### config.mk
export PLATFORM = sky130hd
export DESIGN_NAME = caf_top
export DESIGN_NICKNAME = d
export VERILOG_FILES = /design/src/common/caf_pkg.sv /design/src/rtl/caf_top.sv
export SDC_FILE = /design/constraint.sdc
export NUM_CORES = 1
export LEC_CHECK = 0
export BUFFER_PORTS_ARGS = -buffer_cell sky130_fd_sc_hd__buf_2
export CAP_MARGIN = 20
export CELL_PAD_IN_SITES_DETAIL_PLACEMENT = 0
export CELL_PAD_IN_SITES_GLOBAL_PLACEMENT = 2
export CORE_UTILIZATION = 37
export DETAILED_ROUTE_END_ITERATION = 16
export PLACE_DENSITY_LB_ADDON = 0.2
export SLEW_MARGIN = 20
export SYNTH_ARGS = -nofsm -noshare
export SYNTH_HDL_FRONTEND = slang
export SYNTH_SLANG_ARGS = --single-unit
### constraint.sdc
create_clock -name clk_i -period 8.2 [get_ports clk_i]
set_clock_uncertainty 0.05 [all_clocks]
set_input_delay 2.46 -clock clk_i [delete_from_list [all_inputs] [get_ports clk_i]]
set_output_delay 2.46 -clock clk_i [all_outputs]
set_load 0.1 [all_outputs]
### src/common/caf_pkg.sv
// Constants and types for the CAN abort and acceptance filter block
package caf_pkg;

  // ****************************************
  // Register indices (byte address = 4 x index)
  // ****************************************
  localparam logic [11:0] IDX_CODE0 = 12'h510;
  localparam logic [11:0] IDX_CODE1 = 12'h511;
  localparam logic [11:0] IDX_CODE2 = 12'h512;
  localparam logic [11:0] IDX_CODE3 = 12'h513;
  localparam logic [11:0] IDX_MASK0 = 12'h514;
  localparam logic [11:0] IDX_MASK1 = 12'h515;
  localparam logic [11:0] IDX_MASK2 = 12'h516;
  localparam logic [11:0] IDX_MASK3 = 12'h517;
  localparam logic [11:0] IDX_TX_CTRL = 12'h518;
  localparam logic [11:0] IDX_FILT_MODE = 12'h519;
  localparam logic [11:0] IDX_RX_ERR = 12'h51a;
  localparam logic [11:0] IDX_TX_ERR = 12'h51b;
  localparam logic [11:0] IDX_TX_FLAG = 12'h51c;
  localparam logic [11:0] IDX_MOD_CTRL0 = 12'h51d;
  localparam logic [11:0] IDX_RX_FLAG = 12'h51e;

  // ****************************************
  // Field positions
  // ****************************************
  localparam int TXC_IRQ_EN_LSB = 0;
  localparam int TXC_ABORT_REQ_LSB = 4;
  localparam int TXF_EMPTY_LSB = 0;
  localparam int TXF_ABORT_ACK_LSB = 4;
  localparam int FMC_HIT_LSB = 0;
  localparam int FMC_MODE_LSB = 4;
  localparam int MC0_SOFT_RST_BIT = 0;
  localparam int RX_FLAG_FULL_BIT = 0;

  // ****************************************
  // Reset values
  // ****************************************
  localparam logic [2:0] EMPTY_RST = 3'h7;
  localparam logic SOFT_RST_RST = 1'b1;

  // Filter organisation, encoded as in the mode field
  typedef enum logic [1:0] {
    CAF_MODE_32,
    CAF_MODE_16,
    CAF_MODE_8,
    CAF_MODE_CLOSED
  } caf_mode_e;

endpackage : caf_pkg

### src/rtl/caf_top.sv
// CAN transmit abort control and receive acceptance filter
//
// Local design decision: the Avalon-MM slave port.
`timescale 1ns/10ps
// Summary of operation
// - Abort scheduled buffer only if not started, or attempt lost or failed.
// - Granted abort sets empty and abort-ack flags; interrupt if enabled.
// - CPU cannot clear abort requests; empty flag set clears them.
// - Per-buffer enable gates the transmitter empty interrupt.
// - Soft reset holds transmit control register at reset state.
// - Mode field: 32-bit, two 16-bit, four 8-bit filters, or closed.
// - Closed filter accepts nothing; foreground buffer never reloaded.
// - Hit field names the accepting filter, 0 to 3.
// - Hit field updates with each background to foreground copy.
// - Filter mode, code and mask registers writable only in soft reset.
// - Receive and transmit error counts readable as eight-bit registers.
// - Every message lands in background; only accepted ones reach CPU.
// - Code and mask compare bit by bit with four identifier bytes.
// - In 32-bit mode extended identifiers use four pairs, standard ones first two.
// - Mask 0 bit must match code; mask 1 bit is ignored.
// - Copy sets receive-full; no further copy while it is set.
module caf_top
(
  // Clock and reset
  input wire logic clk_i,
  input wire logic sys_rst_i,
  // Avalon-MM slave, word addressed
  input wire logic [11:0] avs_address_i,
  input wire logic avs_read_i,
  input wire logic avs_write_i,
  input wire logic [3:0] avs_byteenable_i,
  input wire logic [31:0] avs_writedata_i,
  output logic [31:0] avs_readdata_o,
  output logic avs_waitrequest_o,
  // Transmit engine status per buffer
  input wire logic [2:0] tx_active_i,
  input wire logic [2:0] tx_fail_i,
  input wire logic [2:0] tx_done_i,
  // Receive engine
  input wire logic rx_valid_i,
  input wire logic [31:0] rx_id_i,
  input wire logic rx_ext_i,
  input wire logic [7:0] rx_err_count_i,
  input wire logic [7:0] tx_err_count_i,
  // Controller side outputs
  output logic [2:0] tx_empty_o,
  output logic [2:0] abort_req_o,
  output logic [2:0] abort_ack_o,
  output logic tx_empty_irq_o,
  output logic rx_full_o,
  output logic rx_copy_o,
  output logic [31:0] fg_id_o,
  output logic fg_ext_o,
  output logic [1:0] filter_hit_o,
  output logic soft_reset_o
);
  import caf_pkg::*;

  // ****************************************
  // State
  // ****************************************
  typedef struct packed {
    logic ack;
    logic [7:0] rdata;
    logic soft_rst;
    logic [2:0] abort_req;
    logic [2:0] irq_en;
    logic [2:0] empty;
    logic [2:0] abort_ack;
    caf_mode_e mode;
    logic [1:0] hit;
    logic [31:0] code;
    logic [31:0] mask;
    logic rx_full;
    logic [31:0] bg_id;
    logic bg_ext;
    logic bg_pend;
    logic [31:0] fg_id;
    logic fg_ext;
    logic copy;
  } caf_state_s;

  caf_state_s st_reg;
  caf_state_s st_next;

  // ****************************************
  // Filter functions
  // ****************************************
  // One byte passes when every unmasked bit equals the code
  function automatic logic caf_byte_ok(
    input logic [7:0] idb,
    input logic [7:0] code,
    input logic [7:0] mask
  );
    caf_byte_ok = ((idb ^ code) & ~mask) == 8'h00;
  endfunction : caf_byte_ok

  // Returns {accepted, hit index}; lowest filter wins
  function automatic logic [2:0] caf_filter(
    input logic [31:0] id,
    input logic ext,
    input logic [31:0] code,
    input logic [31:0] mask,
    input caf_mode_e mode
  );
    logic [3:0] f;
    f = 4'h0;
    unique case (mode)
      CAF_MODE_32:
      begin
        f[0] = caf_byte_ok(id[7:0], code[7:0], mask[7:0])
             & caf_byte_ok(id[15:8], code[15:8], mask[15:8])
             & (~ext | (caf_byte_ok(id[23:16], code[23:16], mask[23:16])
             & caf_byte_ok(id[31:24], code[31:24], mask[31:24])));
      end
      CAF_MODE_16:
      begin
        f[0] = caf_byte_ok(id[7:0], code[7:0], mask[7:0])
             & caf_byte_ok(id[15:8], code[15:8], mask[15:8]);
        f[1] = caf_byte_ok(id[7:0], code[23:16], mask[23:16])
             & caf_byte_ok(id[15:8], code[31:24], mask[31:24]);
      end
      CAF_MODE_8:
      begin
        for (int i = 0; i < 4; i++)
        begin
          f[i] = caf_byte_ok(id[7:0], code[8*i +: 8], mask[8*i +: 8]);
        end
      end
      CAF_MODE_CLOSED:
        f = 4'h0;
    endcase
    // Index of first hit; lowest filter has priority
    caf_filter = f[0] ? 3'b100 : f[1] ? 3'b101 : f[2] ? 3'b110 : f[3] ? 3'b111 : 3'b000;
  endfunction : caf_filter

  // ****************************************
  // Next state
  // ****************************************
  logic [2:0] filt;
  logic [2:0] grant;
  logic [2:0] set_empty;
  logic [2:0] clr_empty;
  logic [2:0] req_set;
  logic wr_en;
  logic copy;
  logic [7:0] wd;
  logic [7:0] rmux;

  // Filter looks at the held background message
  assign filt = caf_filter(st_reg.bg_id, st_reg.bg_ext, st_reg.code,
                           st_reg.mask, st_reg.mode);

  always_comb
  begin
    st_next = st_reg;
    wd = avs_writedata_i[7:0];
    // A write lands only at the edge where waitrequest is low
    wr_en = avs_write_i & st_reg.ack & avs_byteenable_i[0];
    // One wait state; read data captured with the ack
    st_next.ack = (avs_read_i | avs_write_i) & ~st_reg.ack;
    unique case (avs_address_i)
      IDX_CODE0, IDX_CODE1, IDX_CODE2, IDX_CODE3:
        rmux = st_reg.code[8*avs_address_i[1:0] +: 8];
      IDX_MASK0, IDX_MASK1, IDX_MASK2, IDX_MASK3:
        rmux = st_reg.mask[8*avs_address_i[1:0] +: 8];
      IDX_TX_CTRL:
        rmux = (8'(st_reg.irq_en) << TXC_IRQ_EN_LSB)
             | (8'(st_reg.abort_req) << TXC_ABORT_REQ_LSB);
      IDX_FILT_MODE:
        rmux = (8'(st_reg.hit) << FMC_HIT_LSB)
             | (8'(st_reg.mode) << FMC_MODE_LSB);
      IDX_RX_ERR:
        rmux = rx_err_count_i;
      IDX_TX_ERR:
        rmux = tx_err_count_i;
      IDX_TX_FLAG:
        rmux = (8'(st_reg.empty) << TXF_EMPTY_LSB)
             | (8'(st_reg.abort_ack) << TXF_ABORT_ACK_LSB);
      IDX_MOD_CTRL0:
        rmux = 8'(st_reg.soft_rst) << MC0_SOFT_RST_BIT;
      IDX_RX_FLAG:
        rmux = 8'(st_reg.rx_full) << RX_FLAG_FULL_BIT;
      default:
        rmux = 8'h00; // Unmapped reads return zero
    endcase
    if (avs_read_i & ~st_reg.ack)
      st_next.rdata = rmux;

    // Abort grant: not started, or this attempt lost or failed
    grant = st_reg.abort_req & ~st_reg.empty
          & (~tx_active_i | tx_fail_i);
    set_empty = tx_done_i | grant;
    clr_empty = 3'h0;
    req_set = 3'h0;
    if (wr_en && avs_address_i == IDX_TX_FLAG)
      clr_empty = wd[TXF_EMPTY_LSB +: 3];
    if (wr_en && avs_address_i == IDX_TX_CTRL)
    begin
      st_next.irq_en = wd[TXC_IRQ_EN_LSB +: 3];
      req_set = wd[TXC_ABORT_REQ_LSB +: 3]; // Writing 0 never clears
    end
    // Hardware set beats a same-cycle software clear
    st_next.empty = (st_reg.empty & ~clr_empty) | set_empty;
    // Ack clears only when the empty flag really clears
    st_next.abort_ack = (st_reg.abort_ack & ~(clr_empty & ~set_empty))
                      | grant;
    // Software keeps clear and request apart, so the request survives
    st_next.abort_req = (st_reg.abort_req | req_set)
                      & ~st_next.empty;

    // Soft reset bit itself is always writable
    if (wr_en && avs_address_i == IDX_MOD_CTRL0)
      st_next.soft_rst = wd[MC0_SOFT_RST_BIT];

    // Filter setup is locked outside soft reset
    if (wr_en && st_reg.soft_rst)
    begin
      unique case (avs_address_i)
        IDX_CODE0, IDX_CODE1, IDX_CODE2, IDX_CODE3:
          st_next.code[8*avs_address_i[1:0] +: 8] = wd;
        IDX_MASK0, IDX_MASK1, IDX_MASK2, IDX_MASK3:
          st_next.mask[8*avs_address_i[1:0] +: 8] = wd;
        IDX_FILT_MODE:
          st_next.mode = caf_mode_e'(wd[FMC_MODE_LSB +: 2]);
        default: ;
      endcase
    end

    // Exchange only into a free foreground buffer
    copy = st_reg.bg_pend & ~st_reg.rx_full & filt[2]
         & ~st_reg.soft_rst;
    st_next.copy = copy;
    if (copy)
    begin
      st_next.fg_id = st_reg.bg_id;
      st_next.fg_ext = st_reg.bg_ext;
      st_next.hit = filt[1:0];
    end
    // Rejected message is dropped; accepted one waits for room
    if (st_reg.bg_pend && (copy || !filt[2]))
      st_next.bg_pend = 1'b0;
    // Every reception overwrites the background buffer
    if (rx_valid_i)
    begin
      st_next.bg_id = rx_id_i;
      st_next.bg_ext = rx_ext_i;
      st_next.bg_pend = 1'b1;
    end
    // Full flag: copy beats a same-cycle clear
    if (wr_en && avs_address_i == IDX_RX_FLAG && wd[RX_FLAG_FULL_BIT])
      st_next.rx_full = 1'b0;
    if (copy)
      st_next.rx_full = 1'b1;

    // Soft reset holds control and flag registers
    if (st_reg.soft_rst)
    begin
      st_next.abort_req = 3'h0;
      st_next.irq_en = 3'h0;
      st_next.empty = EMPTY_RST;
      st_next.abort_ack = 3'h0;
      st_next.rx_full = 1'b0;
    end

    // Hard reset, filter contents survive
    if (sys_rst_i)
    begin
      st_next = '0;
      st_next.soft_rst = SOFT_RST_RST;
      st_next.empty = EMPTY_RST;
      st_next.code = st_reg.code;
      st_next.mask = st_reg.mask;
    end
  end

  // ****************************************
  // State register
  // ****************************************
  always_ff @(posedge clk_i)
  begin
    st_reg <= st_next;
  end

  // ****************************************
  // Outputs
  // ****************************************
  assign avs_readdata_o = {24'h000000, st_reg.rdata};
  assign avs_waitrequest_o = (avs_read_i | avs_write_i) & ~st_reg.ack;
  assign tx_empty_o = st_reg.empty;
  assign abort_req_o = st_reg.abort_req;
  assign abort_ack_o = st_reg.abort_ack;
  // Pending while any enabled buffer is empty
  assign tx_empty_irq_o = |(st_reg.empty & st_reg.irq_en);
  assign rx_full_o = st_reg.rx_full;
  assign rx_copy_o = st_reg.copy;
  assign fg_id_o = st_reg.fg_id;
  assign fg_ext_o = st_reg.fg_ext;
  assign filter_hit_o = st_reg.hit;
  assign soft_reset_o = st_reg.soft_rst;

  // ****************************************
  // Assertions
  // ****************************************
  logic [2:0] blk;
  assign blk = st_reg.abort_req & ~st_reg.empty & tx_active_i & ~tx_fail_i;

  property p_abort_grant;
    @(posedge clk_i) disable iff (sys_rst_i)
    (grant != 3'h0 && !st_reg.soft_rst)
      |=> ((st_reg.empty & $past(grant)) == $past(grant))
          && ((st_reg.abort_ack & $past(grant)) == $past(grant));
  endproperty
  a_abort_grant: assert property (p_abort_grant)
    else $error("granted abort did not set empty and ack");

  property p_abort_blocked;
    @(posedge clk_i) disable iff (sys_rst_i)
    1'b1 |=> ((st_reg.abort_ack & ~$past(st_reg.abort_ack) & $past(blk)) == 3'h0);
  endproperty
  a_abort_blocked: assert property (p_abort_blocked)
    else $error("abort granted during a running attempt");

  property p_req_cleared;
    @(posedge clk_i) disable iff (sys_rst_i)
    (st_reg.abort_req & st_reg.empty) == 3'h0;
  endproperty
  a_req_cleared: assert property (p_req_cleared)
    else $error("abort request left set on empty buffer");

  property p_irq_gate;
    @(posedge clk_i) disable iff (sys_rst_i)
    ((set_empty & ~st_reg.empty & st_reg.irq_en) != 3'h0 && !st_reg.soft_rst
      && !(wr_en && avs_address_i == IDX_TX_CTRL)) |=> tx_empty_irq_o;
  endproperty
  a_irq_gate: assert property (p_irq_gate)
    else $error("enabled empty event raised no interrupt");

  property p_soft_hold;
    @(posedge clk_i) disable iff (sys_rst_i)
    st_reg.soft_rst |=> st_reg.abort_req == 3'h0 && st_reg.irq_en == 3'h0;
  endproperty
  a_soft_hold: assert property (p_soft_hold)
    else $error("transmit control not held in soft reset");

  property p_closed;
    @(posedge clk_i) disable iff (sys_rst_i)
    (st_reg.mode == CAF_MODE_CLOSED)[*2]
      |-> !st_reg.copy && $stable(st_reg.hit);
  endproperty
  a_closed: assert property (p_closed)
    else $error("closed filter reloaded foreground");

  property p_lock;
    @(posedge clk_i) disable iff (sys_rst_i)
    (wr_en && !st_reg.soft_rst)
      |=> $stable(st_reg.code) && $stable(st_reg.mask)
          && $stable(st_reg.mode);
  endproperty
  a_lock: assert property (p_lock)
    else $error("filter setup changed outside soft reset");

  property p_copy_full;
    @(posedge clk_i) disable iff (sys_rst_i)
    st_reg.copy |-> st_reg.rx_full && !$past(st_reg.rx_full);
  endproperty
  a_copy_full: assert property (p_copy_full)
    else $error("copy into full foreground buffer");

  property p_hit_copy;
    @(posedge clk_i) disable iff (sys_rst_i)
    st_reg.copy |-> st_reg.hit == $past(filt[1:0])
                    && st_reg.fg_id == $past(st_reg.bg_id);
  endproperty
  a_hit_copy: assert property (p_hit_copy)
    else $error("hit field not updated with copy");

  property p_err_read;
    @(posedge clk_i) disable iff (sys_rst_i)
    (avs_read_i && !st_reg.ack && avs_address_i == IDX_RX_ERR)
      |=> avs_readdata_o == {24'h000000, $past(rx_err_count_i)};
  endproperty
  a_err_read: assert property (p_err_read)
    else $error("receive error count read wrong");

  property p_bg_load;
    @(posedge clk_i) disable iff (sys_rst_i)
    rx_valid_i |=> st_reg.bg_pend && st_reg.bg_id == $past(rx_id_i);
  endproperty
  a_bg_load: assert property (p_bg_load)
    else $error("reception not stored in background");

endmodule : caf_top

; Yosys cells after proc, flatten, opt, wreduce, memory -nomap -nowiden
; Cells that the tools add are included.
[word_totals]
regBits = 159
input_bits = 111
elab_cells = 143
[op_classes]
addsub = 1
eq_ne = 18
n_shift = 4
mux = 16
bitwise_logic = 59
reduce_logical = 27
[ops]
columns = cell, count
row1 = $eq A12 B11 Y1 const B, 15
row2 = $pmux W8 S9, 1
row3 = $and A8 B8 Y8, 8
row4 = $bwmux W32, 2
row5 = $logic_not A8 Y1, 8
row6 = $shiftx A32 B6 Y8, 2
row7 = $xor A8 B8 Y8, 8
row8 = $neg A5 Y34, 1
row9 = $shift A8 B34 Y32 const A, 1
row10 = $shiftx A8 B34 Y32, 1
row11 = $not A8 Y8, 4
row12 = $and A3 B3 Y3, 7
row13 = $mux W3, 6
row14 = $not A3 Y3, 6
row15 = $or A3 B3 Y3, 5
row16 = $or A3 B7 Y7, 2
row17 = $and A1 B1 Y1, 11
row18 = $reduce_or A4 Y1, 2
row19 = $logic_and A1 B1 Y1, 7
row20 = $or A2 B6 Y6, 1
row21 = $reduce_and A3 Y1, 2
row22 = $not A1 Y1, 5
row23 = $eq A2 B2 Y1 const B, 2
row24 = $mux W1, 4
row25 = other kinds (12), 14

; Longest topological paths before layout
; Gate-level depths: netlist of the first run.
[logic_depth]
word_depth = 14
mapped_depth = 13
mapped_depth_nobuf = 9

; Worst setup path after synthesis of the first run
; No wires, ideal clock.
[synth_path]
kind = input to output
startpoint = input port avs_write_i
endpoint = output port avs_waitrequest_o
arrival_ps = 3756
required_time_ps = 5690
setup_slack_ps = 1934
cell_stages = 2
path_cell_list = nor2_1 nor2_1
[synth_between]
elab_chain_len = 2
[synth_rtl]
columns = element, line_no
row1 = "start, declared", caf_top.sv:30  ; input wire logic avs_write_i,
row2 = $or A1 B1 Y1, caf_top.sv:289  ; assign avs_waitrequest_o = (avs_read_i | avs_write_i) & ~st_reg.ack;
row3 = $and A1 B1 Y1, caf_top.sv:289
row4 = "end, declared", caf_top.sv:34  ; output logic avs_waitrequest_o,
; No other way between the ends.

; Worst setup path in the final report of the first run
[layout_path]
startpoint = input port avs_read_i
endpoint = output port avs_waitrequest_o
[layout_between]
elab_chain_len = 2
[layout_rtl]
columns = element, line_no
row1 = "start, declared", caf_top.sv:29  ; input wire logic avs_read_i,
row2 = $or A1 B1 Y1, caf_top.sv:289
row3 = $and A1 B1 Y1, caf_top.sv:289
; No other way between the ends.

==> results.json, run 1 <==
{
  "drv_slew": 0,
  "synth.area.mux_share_pct": 12.7,
  "cts_hold_buf": 0,
  "ctsLongestPathBuffers": 2,
  "post_cts_resized": 0,
  "drtPass1Iterations": 5,
  "hold_class": "flop to flop",
  "syn2layout_area_growth_pct": 10.9,
  "die_h_um": 154,
  "critPathTopFamily": "buffers and inverters",
  "yosysTopAreaCell": "edfxtp_1",
  "port_buffers": 140,
  "design_area_um2": 9440,
  "cp.required_ps": 5690,
  "avgSynthCellArea_um2": 10.6,
  "worst_pin_slew_ps": 1090,
  "grt_max_degree": 89,
  "overflow": 0,
  "wl_per_cell_um": 20.6,
  "drc": 0,
  "crit_fanout": 3,
  "clkTransAtPathRegs_ps": 60,
  "rsz0062_at_grt": "false",
  "root_buffer": "clkbuf_16",
  "path_cells": "buf_2 > nor2_1 > nor2_1 > buf_2",
  "cts.htree.levels": 4,
  "vias_per_cell": 5.19,
  "critPathArrivalTime_ps": 3120,
  "endpoint_kind": "output pin",
  "synth-edff-count": 64,
  "core_area_um2": 22600,
  "nNetsFinal": 989,
  "ys_types": 62,
  "critPathMaxStageDelay_ps": 430,
  "clock_latency_ps": 430,
  "die_w_um": 154,
  "post-cts-setup-buffers": 0,
  "nFillCells": 2184,
  "cts_buffers": 17,
  "drive_gt1_share_pct": 22.3,
  "fmax_ghz": 0.178,
  "dpl_cell_area_um2": 8880,
  "max_cap_violations": 0,
  "synth_fa_ha_area_share_pct": 1.18,
  "ir_worst_vdd_uv": 112,
  "synth_top_family_by_area": "simple AND/OR/NAND/NOR gates",
  "synth_top_area_share_pct": 22.6,
  "finalSetupTns_ps": 0,
  "syn_area_um2": 8510,
  "hold_violations": 0,
  "largest_register_ffs": 104,
  "antenna_found_initial": 0,
  "status": "finished clean",
  "ys.flop_type": "dfxtp_1",
  "postSynthCellCount": 802,
  "initial_utilization_pct": 37.7,
  "min_period_over_period_pct": 68.6,
  "synth_compound_area_share_pct": 7.95,
  "crit_slowest_cell": "buf_2",
  "grt_pass1_wl_um": 35600,
  "synth_seq_area_share_pct": 44.9,
  "yosys.area_share.simple_pct": 16.6,
  "synth-seq-cells": 159,
  "wl_um": 24000,
  "relSlewSlack_pct": 27.6,
  "num_rows": 55,
  "grtUsageTotal_pct": 20.5,
  "antennaDiodeCount": 0,
  "synth.area.top_cells": "edfxtp_1 (23%), dfxtp_1 (22%), mux2i_1 (8.7%)",
  "hold_ws_ps": 404,
  "power_density_nw_per_um2": 187,
  "cts_tree": "yes",
  "setup_viol": 0,
  "io_pins": 192,
  "hpwl_um": 17900,
  "crit_buf_inv": 2,
  "vias": 6066,
  "first_global_vias": 5973,
  "drt_iter0_drc": 403,
  "postRouteAntennaNets": 0,
  "critical_path_class": "input port to output pin",
  "synth_xor_area_share_pct": 6.76,
  "cts.sinks": 159,
  "async_flop_share_pct": 0,
  "fin_crit_ps": 5630,
  "die_area_um2": 23600,
  "yosys_warnings": 0,
  "gp_congestion": 0.885,
  "worstSetupStartpointType": "input port",
  "leakage_uw": 0.00358
}
==> where the power goes <==
part,internal (µW),switching (µW),total (µW)
Clock,418,329,747
Combinational,56.9,110,167
Sequential,830,21.0,851
Total,1310,460,1770
==> per-layer routing <==
metal	routed length, µm	part of all wire, %	GRT usage [%]	vias up
li1	-	-	-	2863
met1	10400	43	26.4	2897
met2	11100	46	32.9	248
met3	1560	6.5	4.23	58
met4	975	4.1	10.0	0
met5	0	0	0	-
==> cell families (layout without fill, tap and decap cells) <==
logic type,after synthesis,after routing
simple gates,256,256
flops,159,159
buf+inv,128,186
compound gates,96,96
mux,90,90
xor+xnor,64,64
fa+ha+maj,8,8
other cells,1,24
==> metrics by stage <==
step | worst slack (ps) | utilization (%) | power, µW | std cells
final | 2570 | 41.8 | 1770 | 1168
after global routing | 2540 | 41.8 | 1830 | 1168
after CTS | 2570 | 41.8 | 1790 | 1167
after detailed placement | 2160 | 39.3 | 1040 | 1135
after global placement | 2220 | 39.3 | 1030 | 1135
after floorplan | 1930 | - | 995 | 825
==> cell usage after synthesis, types with 6 or more instances <==
cell / instances
inv_1: 11
mux4_2: 14
edfxtp_1: 64
nand2b_1: 71
mux2i_1: 74
a22oi_1: 13
nand3_1: 11
o21ai_0: 8
nand2_1: 29
and2_1: 43
ha_1: 8
buf_2: 7
buf_4: 76
dfxtp_1: 95
o22ai_1: 25
nor2_1: 57
xnor2_1: 57
nor3_1: 6
a21oi_1: 17
nor4_1: 8
clkbuf_1: 24
==> final timing paths <==
kind                                     endpoint         startpoint  cells past startpoint  slack (ps)
worst min-delay path            avs_readdata_o[3]  avs_readdata_o[3]                      1         400
worst min register to register  avs_readdata_o[3]  avs_readdata_o[3]                      1         400
worst max-delay path            avs_waitrequest_o         avs_read_i                      4        2570
worst max register to register         fg_id_o[9]         st_reg[42]                      7        5100
==> placed cells by master (no fill, tap or decap), drive strengths merged, types with 3 or more instances in the layout <==
master / n
o22ai: 25
clkinv: 8
nand2: 29
nor3b: 4
nand2b: 71
edfxtp: 64
nor3: 6
clkbuf: 19
mux2i: 74
buf: 143
dfxtp: 95
xnor2: 59
nor4: 8
conb: 24
inv: 14
nand3: 11
a221o: 3
or3: 4
a31oi: 4
and2: 43
a21oi: 17
and4b: 5
a22oi: 13
mux4: 14
a222oi: 5
ha: 8
o21ai: 11
xor2: 5
nor2: 57
nor2b: 5
a21boi: 3
==> worst register-to-register path: cells and delay by family, from the launching register on <==
family / cells / cell delay (ps)
and+or+nand+nor: 1 / 550
xor gates and xnor gates: 1 / 190
AOI/OAI and AO/OA: 3 / 710
muxes: 1 / 300
buffers and inverters: 1 / 510
DFF: 1 / 710
==> cell type report <==
cell class	instances	area, µm²	share of cell area (%)
flip-flops and latches	159	3820	40.5
inverters	11	41.3	0.437
clock buffers	19	433	4.58
repair buffers	143	731	7.74
well taps	285	357	3.78
multi-input cells	538	3940	41.8
clock inverters	13	115	1.22
No activity file was read; power rests on OpenSTA's default activity.
==> run 2, diff against run 1 <==
--- a/config.mk
+++ b/config.mk
@@ -5,11 +5,12 @@
 export SDC_FILE = /design/constraint.sdc
 export NUM_CORES = 1
 export LEC_CHECK = 0
+export ABC_AREA = 1
 export BUFFER_PORTS_ARGS = -buffer_cell sky130_fd_sc_hd__buf_2
 export CAP_MARGIN = 20
 export CELL_PAD_IN_SITES_DETAIL_PLACEMENT = 0
 export CELL_PAD_IN_SITES_GLOBAL_PLACEMENT = 2
-export CORE_UTILIZATION = 37
+export CORE_UTILIZATION = 31
 export DETAILED_ROUTE_END_ITERATION = 16
 export PLACE_DENSITY_LB_ADDON = 0.2
 export SLEW_MARGIN = 20
==> constraint.sdc (replaced) <==
create_clock -name clk_i -period 5.2 [get_ports clk_i]
set_clock_uncertainty 0.05 [all_clocks]
set_input_delay 1.56 -clock clk_i [delete_from_list [all_inputs] [get_ports clk_i]]
set_output_delay 1.56 -clock clk_i [all_outputs]
set_load 0.1 [all_outputs]
==> run 2 against run 1 <==
Synthesized cell count increased by 56%. Sequential cell count stayed put. Worst setup slack got worse by 1200 ps. Critical endpoint is now avs_readdata_o[7]. Largest cell class is now sequential cells.
==> results.json, run 2 <==
{
  "status": "finished clean",
  "synth_compound_area_share_pct": 9.46,
  "critPathTopFamily": "simple AND/OR/NAND/NOR gates",
  "postRouteAntennaNets": 0,
  "fmax_ghz": 0.258,
  "vias_per_cell": 4.65,
  "crit_fanout": 32,
  "io_pins": 192,
  "first_global_vias": 7444,
  "ys_types": 39,
  "setup_viol": 0,
  "grt_pass1_wl_um": 44900,
  "cts.htree.levels": 4,
  "synth_seq_area_share_pct": 42.5,
  "grtUsageTotal_pct": 20.6,
  "power_density_nw_per_um2": 292,
  "drc": 0,
  "max_cap_violations": 0,
  "cp.required_ps": 5510,
  "synth_fa_ha_area_share_pct": 1.11,
  "synth.most_common_cell": "nand2_1",
  "rsz0062_at_grt": "false",
  "hold_class": "flop to flop",
  "grt_max_degree": 68,
  "hpwl_um": 22800,
  "endpoint_kind": "flop",
  "cts_buffers": 17,
  "cp.depth": 14,
  "whs_path_depth": 2,
  "synth.area.top_cells": "edfxtp_1 (21%), dfxtp_1 (21%), nand3_1 (10%)",
  "async_flop_share_pct": 0,
  "overflow": 0,
  "drt_iter0_drc": 443,
  "synth-seq-cells": 159,
  "core_area_um2": 28200,
  "synthTopCellsByCount": "nand2_1 (237), nand3_1 (185), nor2_1 (172), inv_1 (157), dfxtp_1 (95)",
  "syn2layout_area_growth_pct": 13.1,
  "wl_um": 30100,
  "crit_slowest_cell": "ha_1",
  "nNetsFinal": 1451,
  "antennaDiodeCount": 0,
  "num_rows": 61,
  "avgSynthCellArea_um2": 7.17,
  "yosys_warnings": 0,
  "crit_buf_inv": 4,
  "vias": 8009,
  "drv_slew": 0,
  "die_area_um2": 29700,
  "synth-edff-count": 64,
  "final_cell_mix": "nand2_1 (237), nand3_1 (185), nor2_1 (171), inv_1 (156), buf_2 (140)",
  "synth.area.mux_share_pct": 0,
  "cts_hold_buf": 0,
  "hold_ws_ps": 421,
  "largest_register_ffs": 104,
  "die_h_um": 172,
  "worst_pin_slew_ps": 759,
  "relSlewSlack_pct": 49.2,
  "yosys.area_share.simple_pct": 30.7,
  "wl_per_cell_um": 17.4,
  "final_common_cell": "nand2_1",
  "port_buffers": 140,
  "drtPass1Iterations": 5,
  "drive_gt1_share_pct": 15.9,
  "fin_crit_ps": 3880,
  "min_period_over_period_pct": 74.5,
  "ir_worst_vdd_uv": 180,
  "r2r_cells": 14,
  "synth_xor_area_share_pct": 0,
  "finalSetupTns_ps": 0,
  "cts.sinks": 159,
  "clock_latency_ps": 430,
  "cts_tree": "yes",
  "yosysTopAreaCell": "edfxtp_1",
  "hold_violations": 0,
  "critical_path_class": "input port to flop",
  "critPathMaxStageDelay_ps": 460,
  "die_w_um": 172,
  "ctsLongestPathBuffers": 2,
  "initial_utilization_pct": 31.9,
  "postSynthCellCount": 1253,
  "post_cts_resized": 0,
  "post-cts-setup-buffers": 0,
  "worstSetupStartpointType": "input port",
  "path_cells": "buf_2 > clkinv_1 > buf_4 > ha_1 > inv_1 > a31oi_4 > nand2_2 > nand2_1 > nand3_1 > nand3_1 > nand3_1 > nand2_1 > nand2_1 > a21oi_1",
  "antenna_found_initial": 0,
  "clkTransAtPathRegs_ps": 60,
  "root_buffer": "clkbuf_16",
  "leakage_uw": 0.00469,
  "syn_area_um2": 8990,
  "ys.flop_type": "dfxtp_1",
  "critPathArrivalTime_ps": 4180,
  "gp_congestion": 0.849,
  "synth_top_area_share_pct": 21.4,
  "synth_top_family_by_area": "simple AND/OR/NAND/NOR gates"
}
[run 2: cell count changes in the layout (fill, tap and decap cells not counted), moves of 19 or more]
| cell | delta |
|---|---|
| nand2_1 | +208 |
| nand3_1 | +174 |
| inv_1 | +145 |
| nor2_1 | +114 |
| mux2i_1 | -74 |
| nand2b_1 | -70 |
| xnor2_1 | -57 |
| o21ai_0 | +56 |
| a21oi_1 | +51 |
| and2_1 | -43 |
| o22ai_1 | -19 |
[run 2: layout make-up]
type / instances / area (µm²)
Timing Repair Buffer: 156 / 821
Clock buffer: 21 / 483
Tap cell: 378 / 473
Clock inverter: 11 / 125
Sequential cell: 159 / 3820
Fill cell: 3118 / 18000
Inverter: 169 / 634
Multi-Input combinational cell: 829 / 3810
[run 2: per-stage QoR]
step | power (µW) | utilization, % | worst slack [ps] | std cells | cell area, µm²
after floorplan | 1570 | - | 734 | 1276 | 9080
after global placement | 1670 | 33.9 | 909 | 1691 | 9560
after detailed placement | 1670 | 33.9 | 903 | 1691 | 9560
after CTS | 2990 | 36.1 | 1340 | 1723 | 10200
after global routing | 3060 | 36.1 | 1120 | 1723 | 10200
final | 2960 | 36.1 | 1320 | 1723 | 10200
[run 2: routing by layer]
| layer | vias up | routed length (µm) | global-route usage, % |
|---|---|---|---|
| li1 | 4110 | - | - |
| met1 | 3657 | 14600 | 28.4 |
| met2 | 212 | 13600 | 33.2 |
| met3 | 30 | 1250 | 2.68 |
| met4 | 0 | 637 | 6.85 |
| met5 | - | 0 | 0 |
[run 2: power breakdown]
group	total, µW	leakage [µW]	internal [µW]	switching [µW]
Clock	1320	0.000299	770	549
Sequential	1340	0.00142	1310	28.6
Combinational	305	0.00296	70.0	235
Total	2960	0.00469	2150	813
[run 2: worst paths after layout]
kind / to / from / slack, ps
worst max-delay path: avs_readdata_o[7] / avs_address_i[0] / 1320
worst min-delay path: avs_readdata_o[1] / avs_readdata_o[1] / 420
worst max register to register: fg_id_o[22] / st_reg[38] / 2650
worst min register to register: avs_readdata_o[1] / avs_readdata_o[1] / 420
[run 2: cell families after synthesis]
kind of cell	Yosys count
AOI/OAI and AO/OA	157
DFF	159
adders and majority gates	8
buffers and inverters	288
and+or+nand+nor	640
other	1
[run 2: worst reg2reg max path: cells and delay by family, from the launching register on]
kind | cells | cell delay [ps]
buffers and inverters | 2 | 460
DFF | 1 | 630
and+or+nand+nor | 12 | 1370
